File: config.mk
export PLATFORM = sky130hd
export DESIGN_NAME = rwt_top
export DESIGN_NICKNAME = d
export VERILOG_FILES = /design/src/inc/rwt_pkg.sv /design/src/hdl/rwt_prescaler.sv /design/src/hdl/rwt_top.sv
export VERILOG_INCLUDE_DIRS = /design/src /design/src/inc
export SDC_FILE = /design/constraint.sdc
export NUM_CORES = 1
export LEC_CHECK = 0
export ABC_AREA = 1
export BUFFER_PORTS_ARGS = -buffer_cell sky130_fd_sc_hd__clkbuf_2
export CAP_MARGIN = 20
export CORE_ASPECT_RATIO = 0.7
export CORE_UTILIZATION = 61
export DETAILED_ROUTE_END_ITERATION = 8
export MAX_ROUTING_LAYER = met4
export PLACE_DENSITY = 0.83
export SYNTH_ARGS = -nofsm -noshare
export SYNTH_HDL_FRONTEND = slang
export SYNTH_SLANG_ARGS = --single-unit
File: constraint.sdc
create_clock -name pclk -period 4.79 [get_ports pclk]
set_input_delay 0.2395 -clock pclk [delete_from_list [all_inputs] [get_ports pclk]]
set_output_delay 0.2395 -clock pclk [all_outputs]
set_load 0.005 [all_outputs]
File: src/inc/rwt_params.svh
`ifndef RWT_PARAMS_SVH
`define RWT_PARAMS_SVH

// Register indices as printed; byte address is four times the index
`define RWT_IDX_DLY_TIME 8'h0a
`define RWT_IDX_RSVD 8'h0b
`define RWT_IDX_FWTO 8'h0c
`define RWT_ADDR_DLY_LO ({2'h0, `RWT_IDX_DLY_TIME, 2'h0})
`define RWT_ADDR_RSVD ({2'h0, `RWT_IDX_RSVD, 2'h0})
`define RWT_ADDR_FWTO ({2'h0, `RWT_IDX_FWTO, 2'h0})
`define RWT_ADDR_DLY_HI 12'h080
`define RWT_ADDR_CTRL 12'h084
`define RWT_ADDR_STATUS 12'h088
`define RWT_ADDR_MASK 12'h08c
`define RWT_ADDR_STATE 12'h090

// Event bit positions, shared by status and mask
`define RWT_EV_TIMEOUT 0
`define RWT_EV_FRAME_READY 1
`define RWT_EV_CRC_GOOD 2
`define RWT_EV_DLY_TX 3
`define RWT_EV_DLY_RX 4
`define RWT_EV_W 5

// Delayed time handling
`define RWT_DLY_IGNORE_BITS 9
`define RWT_PSTM_MSB 31

// Timeout unit: base clock cycles per period step, and reset values
`define RWT_BASE_DIV 512
`define RWT_FWTO_RST 16'h0000
`define RWT_DLY_RST 40'h00_0000_0000

`endif

File: src/inc/rwt_pkg.sv
package rwt_pkg;

	typedef struct packed {
		logic auto_reenable;
		logic spectrum_test_mode;
		logic rx_enable;
		logic delayed_rx_enable;
		logic delayed_tx_start;
		logic wait_timeout_enable;
	} rwt_ctrl_t;

	typedef struct packed {
		logic frame_ok;
		logic frame_rejected;
	} rwt_rx_evt_t;

	typedef enum logic [1:0] {
		RWT_RX_IDLE = 2'b00,
		RWT_RX_HUNT = 2'b01
	} rwt_rx_state_t;

endpackage

File: src/hdl/rwt_prescaler.sv
`include "rwt_params.svh"

module rwt_prescaler #(
	parameter int DIV = `RWT_BASE_DIV
) (
	input wire logic pclk,
	input wire logic presetn,
	input wire logic clear,
	input wire logic base_tick,
	output logic unit_tick
);

	localparam int CW = $clog2(DIV);
	localparam logic [CW-1:0] LAST = CW'(DIV - 1);

	logic [CW-1:0] cnt;

	always_ff @(posedge pclk or negedge presetn) begin
		if (!presetn) begin
			cnt <= '0;
		end else if (clear) begin
			cnt <= '0;
		end else if (base_tick) begin
			cnt <= (cnt == LAST) ? '0 : cnt + 1'b1;
		end
	end

	always_ff @(posedge pclk or negedge presetn) begin
		if (!presetn) begin
			unit_tick <= 1'b0;
		end else begin
			unit_tick <= !clear && base_tick && (cnt == LAST);
		end
	end

endmodule

File: src/hdl/rwt_top.sv
// Added by the designer: the APB interface to the registers.
`include "rwt_params.svh"

// Operation
// - A 40-bit delayed event time is held and its low nine bits are ignored in functional modes.
// - Delayed transmit and delayed receiver turn-on start when their control bit is set and the time matches.
// - In spectrum test mode only bits 31 to 0 of the delayed time are compared.
// - Enabling the receiver with the timeout enabled starts the frame wait countdown.
// - On expiry the receiver turns off, the timeout event is flagged and the counter resets.
// - A good frame flags frame ready and CRC good and, unless automatic re-enable is set, stops the countdown without a timeout.
// - After a timeout the receiver is never re-enabled automatically.
// - Masked-in frame and timeout events raise the interrupt output.
// - Clearing the timeout enable mid-countdown stops it with no timeout event.
// - A rejected frame ends the reception, returns to idle and prevents the timeout.
// - The period is a 16-bit count in units of 512 base clock cycles.
// - With automatic re-enable the countdown restarts whenever the receiver re-enables.
module rwt_top #(
	parameter int BASE_DIV = `RWT_BASE_DIV
) (
	input wire logic pclk,
	input wire logic presetn,
	input wire logic psel,
	input wire logic penable,
	input wire logic pwrite,
	input wire logic [11:0] paddr,
	input wire logic [31:0] pwdata,
	output logic [31:0] prdata,
	output logic pready,
	output logic pslverr,
	input wire logic base_tick,
	input wire logic [39:0] sys_time,
	input wire rwt_pkg::rwt_rx_evt_t rx_evt,
	output logic irq,
	output logic tx_start,
	output logic rx_on
);

	logic [39:0] dly_time;
	logic [15:0] fwto;
	rwt_pkg::rwt_ctrl_t ctrl;
	rwt_pkg::rwt_ctrl_t next_ctrl;
	logic [`RWT_EV_W-1:0] status;
	logic [`RWT_EV_W-1:0] next_status;
	logic [`RWT_EV_W-1:0] mask;
	logic [`RWT_EV_W-1:0] ev_set;
	rwt_pkg::rwt_rx_state_t rx_state;
	rwt_pkg::rwt_rx_state_t next_rx_state;
	logic [15:0] to_cnt;
	logic to_run;
	logic next_to_run;
	logic unit_tick;
	logic [31:0] next_rdata;
	logic next_err;

	// Matches only on equality, so a time already passed waits for the next wrap
	function automatic logic dly_due(input logic [39:0] t, input logic [39:0] d,
		input logic pstm);
		if (pstm) begin
			dly_due = (t[`RWT_PSTM_MSB:0] == d[`RWT_PSTM_MSB:0]);
		end else begin
			dly_due = (t[39:`RWT_DLY_IGNORE_BITS] == d[39:`RWT_DLY_IGNORE_BITS]);
		end
	endfunction

	// APB: one wait state, answer in the second access cycle
	wire acc = psel && penable;
	wire done = acc && pready;
	wire wr = done && pwrite;
	wire wr_dly_lo = wr && (paddr == `RWT_ADDR_DLY_LO);
	wire wr_dly_hi = wr && (paddr == `RWT_ADDR_DLY_HI);
	wire wr_fwto = wr && (paddr == `RWT_ADDR_FWTO);
	wire wr_ctrl = wr && (paddr == `RWT_ADDR_CTRL);
	wire wr_status = wr && (paddr == `RWT_ADDR_STATUS);
	wire wr_mask = wr && (paddr == `RWT_ADDR_MASK);

	wire hunting = (rx_state == rwt_pkg::RWT_RX_HUNT);
	wire frame_ok = hunting && rx_evt.frame_ok;
	wire frame_rej = hunting && rx_evt.frame_rejected && !rx_evt.frame_ok;
	wire tx_fire = ctrl.delayed_tx_start && dly_due(sys_time, dly_time, ctrl.spectrum_test_mode);
	wire rx_dly_fire = !hunting && !ctrl.rx_enable && ctrl.delayed_rx_enable
		&& dly_due(sys_time, dly_time, ctrl.spectrum_test_mode);
	wire rx_now = !hunting && ctrl.rx_enable;
	wire rx_restart = frame_ok && ctrl.auto_reenable;
	wire rx_start = rx_now || rx_dly_fire || rx_restart;
	// A frame outcome in the same cycle beats the expiry
	wire to_expire = to_run && ctrl.wait_timeout_enable && (to_cnt == fwto)
		&& !frame_ok && !frame_rej;
	// A restart realigns the prescaler too, else the first unit after it runs short
	wire pre_clear = !to_run || rx_start;

	always_ff @(posedge pclk or negedge presetn) begin
		if (!presetn) begin
			pready <= 1'b0;
		end else begin
			pready <= acc && !pready;
		end
	end

	always_comb begin
		next_rdata = 32'h0000_0000;
		next_err = 1'b0;
		if (paddr == `RWT_ADDR_DLY_LO) begin
			next_rdata = dly_time[31:0];
		end else if (paddr == `RWT_ADDR_DLY_HI) begin
			next_rdata = {24'h00_0000, dly_time[39:32]};
		end else if (paddr == `RWT_ADDR_FWTO) begin
			next_rdata = {16'h0000, fwto};
		end else if (paddr == `RWT_ADDR_CTRL) begin
			next_rdata = {26'h000_0000, ctrl};
		end else if (paddr == `RWT_ADDR_STATUS) begin
			next_rdata = {27'h000_0000, status};
		end else if (paddr == `RWT_ADDR_MASK) begin
			next_rdata = {27'h000_0000, mask};
		end else if (paddr == `RWT_ADDR_STATE) begin
			next_rdata = {to_cnt, 13'h0000, to_run, rx_state};
		end else begin
			next_err = 1'b1;
		end
	end

	always_ff @(posedge pclk or negedge presetn) begin
		if (!presetn) begin
			prdata <= 32'h0000_0000;
			pslverr <= 1'b0;
		end else if (acc && !pready) begin
			prdata <= pwrite ? 32'h0000_0000 : next_rdata;
			pslverr <= next_err;
		end else begin
			prdata <= 32'h0000_0000;
			pslverr <= 1'b0;
		end
	end

	always_ff @(posedge pclk or negedge presetn) begin
		if (!presetn) begin
			dly_time <= `RWT_DLY_RST;
		end else if (wr_dly_lo) begin
			dly_time[31:0] <= pwdata;
		end else if (wr_dly_hi) begin
			dly_time[39:32] <= pwdata[7:0];
		end
	end

	// Upper half is reserved and dropped
	always_ff @(posedge pclk or negedge presetn) begin
		if (!presetn) begin
			fwto <= `RWT_FWTO_RST;
		end else if (wr_fwto) begin
			fwto <= pwdata[15:0];
		end
	end

	always_ff @(posedge pclk or negedge presetn) begin
		if (!presetn) begin
			mask <= '0;
		end else if (wr_mask) begin
			mask <= pwdata[`RWT_EV_W-1:0];
		end
	end

	// Command bits clear as their activity begins; a software write in that cycle wins
	always_comb begin
		next_ctrl = ctrl;
		if (tx_fire) begin
			next_ctrl.delayed_tx_start = 1'b0;
		end
		if (rx_dly_fire) begin
			next_ctrl.delayed_rx_enable = 1'b0;
		end
		if (rx_now) begin
			next_ctrl.rx_enable = 1'b0;
		end
		if (wr_ctrl) begin
			next_ctrl = rwt_pkg::rwt_ctrl_t'(pwdata[5:0]);
		end
	end

	always_ff @(posedge pclk or negedge presetn) begin
		if (!presetn) begin
			ctrl <= '0;
		end else begin
			ctrl <= next_ctrl;
		end
	end

	always_comb begin
		ev_set = '0;
		ev_set[`RWT_EV_TIMEOUT] = to_expire;
		ev_set[`RWT_EV_FRAME_READY] = frame_ok;
		ev_set[`RWT_EV_CRC_GOOD] = frame_ok;
		ev_set[`RWT_EV_DLY_TX] = tx_fire;
		ev_set[`RWT_EV_DLY_RX] = rx_dly_fire;
		// Write one to clear; a new event in the same cycle survives
		next_status = (status & ~(wr_status ? pwdata[`RWT_EV_W-1:0] : '0)) | ev_set;
	end

	always_ff @(posedge pclk or negedge presetn) begin
		if (!presetn) begin
			status <= '0;
			irq <= 1'b0;
		end else begin
			status <= next_status;
			irq <= |(status & mask);
		end
	end

	always_comb begin
		next_rx_state = rx_state;
		case (rx_state)
			rwt_pkg::RWT_RX_IDLE: begin
				if (rx_start) begin
					next_rx_state = rwt_pkg::RWT_RX_HUNT;
				end
			end
			rwt_pkg::RWT_RX_HUNT: begin
				if (to_expire || frame_rej) begin
					next_rx_state = rwt_pkg::RWT_RX_IDLE;
				end else if (frame_ok && !ctrl.auto_reenable) begin
					next_rx_state = rwt_pkg::RWT_RX_IDLE;
				end
			end
			default: begin
				next_rx_state = rwt_pkg::RWT_RX_IDLE;
			end
		endcase
	end

	always_ff @(posedge pclk or negedge presetn) begin
		if (!presetn) begin
			rx_state <= rwt_pkg::RWT_RX_IDLE;
			rx_on <= 1'b0;
			tx_start <= 1'b0;
		end else begin
			rx_state <= next_rx_state;
			rx_on <= (next_rx_state == rwt_pkg::RWT_RX_HUNT);
			tx_start <= tx_fire;
		end
	end

	always_comb begin
		if (rx_start) begin
			next_to_run = ctrl.wait_timeout_enable;
		end else begin
			next_to_run = to_run && ctrl.wait_timeout_enable && !to_expire
				&& !frame_ok && !frame_rej;
		end
	end

	always_ff @(posedge pclk or negedge presetn) begin
		if (!presetn) begin
			to_run <= 1'b0;
			to_cnt <= 16'h0000;
		end else begin
			to_run <= next_to_run;
			if (rx_start || !next_to_run) begin
				to_cnt <= 16'h0000;
			end else if (unit_tick) begin
				to_cnt <= to_cnt + 16'h0001;
			end
		end
	end

	rwt_prescaler #(
		.DIV(BASE_DIV)
	) u_prescaler (
		.pclk(pclk),
		.presetn(presetn),
		.clear(pre_clear),
		.base_tick(base_tick),
		.unit_tick(unit_tick)
	);
endmodule

==> flow_summary.toml <==
[worst_setup_path]
reg2reg_depth = 5
reg2reg_from = "pready$_DFF_PN0_"
critical_path_required_ns = 5.10
r2r_setup_slack_ns = 2.54
start_kind = "input pin"
r2r_end = "dly_time[28]$_DFFE_PN0P_"
crit_fanout = 28
endpoint_kind = "flip-flop"
critical_path_class = "input pin to flip-flop"
crit_arrival_ns = 2.57

[hold_path]
hold_path.class = "input pin to flip-flop"
min-delay-start = "pwdata[17]"
hold_depth = 2
min_delay_worst_endpoint = "dly_time[17]$_DFFE_PN0P_"

[global_route]
grt_max_degree = 93
grt_pass1_vias = 6010
grt.overflow.total = 0
grt.total_usage_pct = 34.1
grt_antenna_before_repair = 0
grt_pass1_wl_um = 30800

[die]
fp.dieW_um = 132
die_y_um = 93.1
pin_count = 129
core-area_um2 = 11300
dieArea_um2 = 12300
core.rowCount = 32
start_util_pct = 64.2

[routing]
wl_per_cell_um = 16.3
wirelength_um = 19000
drc = 0
firstDrtPassIters = 8
dr.first_iter.drc_count = 773
ant_nets = 0
vias_per_cell = 5.57
num_vias = 6478

[clock_tree]
htree_levels = 4
cts_buffers = 17
cts_buffer_depth = 2
post_cts_buffers = 0
cts.sinks = 138
clkTransAtPathRegs_ns = 0.06
cts_root_buffer = "clkbuf_16"
clk_latency_ns = 0.42
cts_tree = "yes"

[power_and_ir_drop]
irDropWorstVdd_mv = 0.263
powerDensity_nw_per_um2 = 312
leakagePower_nw = 4.33
finalPower_mw = 2.68

[sta]
hold_slack_ns = 0.0409
max_slew_margin_pct = 35.9
setup_viol = 0
timing.fmax_mhz = 441
skew_ns = 0.00888
worst_slack_ns = 2.52
period_needed_ns = 2.27
rsz0062_at_grt = "false"
final.setup.tns_ns = 0
period_share_pct = 47.3
drv_slew = 0
worst_pin_slew_ns = 0.960
hold_viol_final = 0

[placed_design]
io_buffers = 128
dp_slack_ns = 2.15
place.gp.congestion = 0.892
post-dp-hpwl_um = 13700

[finish]
final_nets = 1091
drive_gt1_share_pct = 23.0
utilization_pct = 76.2
area_growth_pct = 18.7
diodes = 0
n_fill_cell = 778

[synth]
ys_seq_elements = 138
syn_nets = 966
synth_xor_area_share_pct = 5.33
synth_fa_ha_area_share_pct = 0.520
yosysWarnings = 0
synth_area_um2 = 7220
synth_top_family_by_area = "simple AND/OR/NAND/NOR gates"
syn_area_per_cell_um2 = 8.29
ys_types = 45
ys_seq_area_share_pct = 47.8
ys_async_sr_fraction_pct = 100
synth_edf_count = 0
postSynthCellCount = 871
synthMuxAreaShare_pct = 3.33
synth_ff_type = "dfrtp_1"
synth-simple-area-share_pct = 25.4
synth_compound_area_share_pct = 9.85

[outcome]
status = "finished, final reports clean"

[job]
drv_cap = 0
worst max-delay path by stage:
stage,startpoint,endpoint,slack [ns],cells past startpoint
floorplan,u_prescaler.cnt[0]$_DFFE_PN0P_,u_prescaler.cnt[5]$_DFFE_PN0P_,3.12,12
global placement,paddr[7],dly_time[19]$_DFFE_PN0P_,2.24,9
detailed placement,paddr[1],dly_time[23]$_DFFE_PN0P_,2.15,9
CTS,paddr[1],dly_time[28]$_DFFE_PN0P_,2.56,9
global route,paddr[7],dly_time[27]$_DFFE_PN0P_,2.34,9
finish,paddr[1],dly_time[28]$_DFFE_PN0P_,2.52,9
per-stage QoR:
step	cell area (um2)	std cells
CTS	8570	1162
finish	8570	1162
detailed placement	7940	1129
global route	8570	1162
global placement	7940	1129
floorplan	7220	871
cell usage after synthesis, drive strengths merged, types with 3 or more instances:
cell	instances	area (um2)
nor3	7	46.3
inv	110	413
nor2	76	355
mux2	16	240
ha	3	37.5
nand4	26	175
clkbuf	11	42.5
or2	4	25.0
dfrtp	138	3450
o21ai	88	440
nand2	244	951
buf	15	104
o22ai	3	18.8
nand3	35	220
a21oi	35	175
xnor2	29	254
o2111ai	3	26.3
xor2	15	131
sequential cells by signal, summed over array words and instances (netlist names), 2 cells and up:
register,count
dly_time,40
to_cnt,16
u_prescaler.cnt,9
mask,5
rx_state,2
ctrl,6
status,5
prdata,32
fwto,16
cell usage in the layout, fill, tap and decap left out, types with 13 or more instances in the layout:
cell and instances:
a21oi_1 35, nand2_1 234, mux2_4 16, nor2_2 13, nand3_1 29, nand4_1 24
nor2_1 58, o21ai_1 49, xor2_1 15, o21ai_0 39, clkbuf_2 127, xnor2_1 29
inv_1 100, dfrtp_1 138, clkbuf_16 17
cells by family after synthesis:
logic type      count (synthesis)
xor+xnor                       44
fa+ha+maj                       3
other cells                     1
mux                            16
simple gates                  398
compound gates                135
buf+inv                       136
flops                         138
routing by layer:
layer	GRT usage [%]	up-vias	share of wire, %
li1	-	3035	-
met1	47.4	3072	44
met2	50.1	334	45
met3	7.80	37	9.7
met4	10.5	0	1.4
met5	-	-	0
worst max-delay path, stage by stage:
cell and delay (ns):
clkbuf_2 0.09, nor2_2 0.13, nand2_1 0.11, nor2_2 0.16, nand3_4 0.23, inv_2 0.41, nand2_2 0.49, buf_4 0.38
mux2_4 0.31
timing repair:
action	CTS	global route
gates resized for setup	0	0
hold endpoints to repair	91	0
hold buffers	1	0
where the power goes:
group / internal (mW) / switching (mW)
logic: 0.0446 / 0.0779
clock network: 0.844 / 0.542
registers: 1.17 / 0.00100
total: 2.06 / 0.621
area by class of cell:
cell class,instances,area (um2),share of cell area [%]
Multi-Input combinational cell,597,3210,37.5
Sequential cell,138,3450,40.3
Tap cell,153,191,2.23
Inverter,110,413,4.82
Clock inverter,14,184,2.15
Clock buffer,18,439,5.12
Timing Repair Buffer,132,679,7.93
Power figures use the tool's default switching activity.
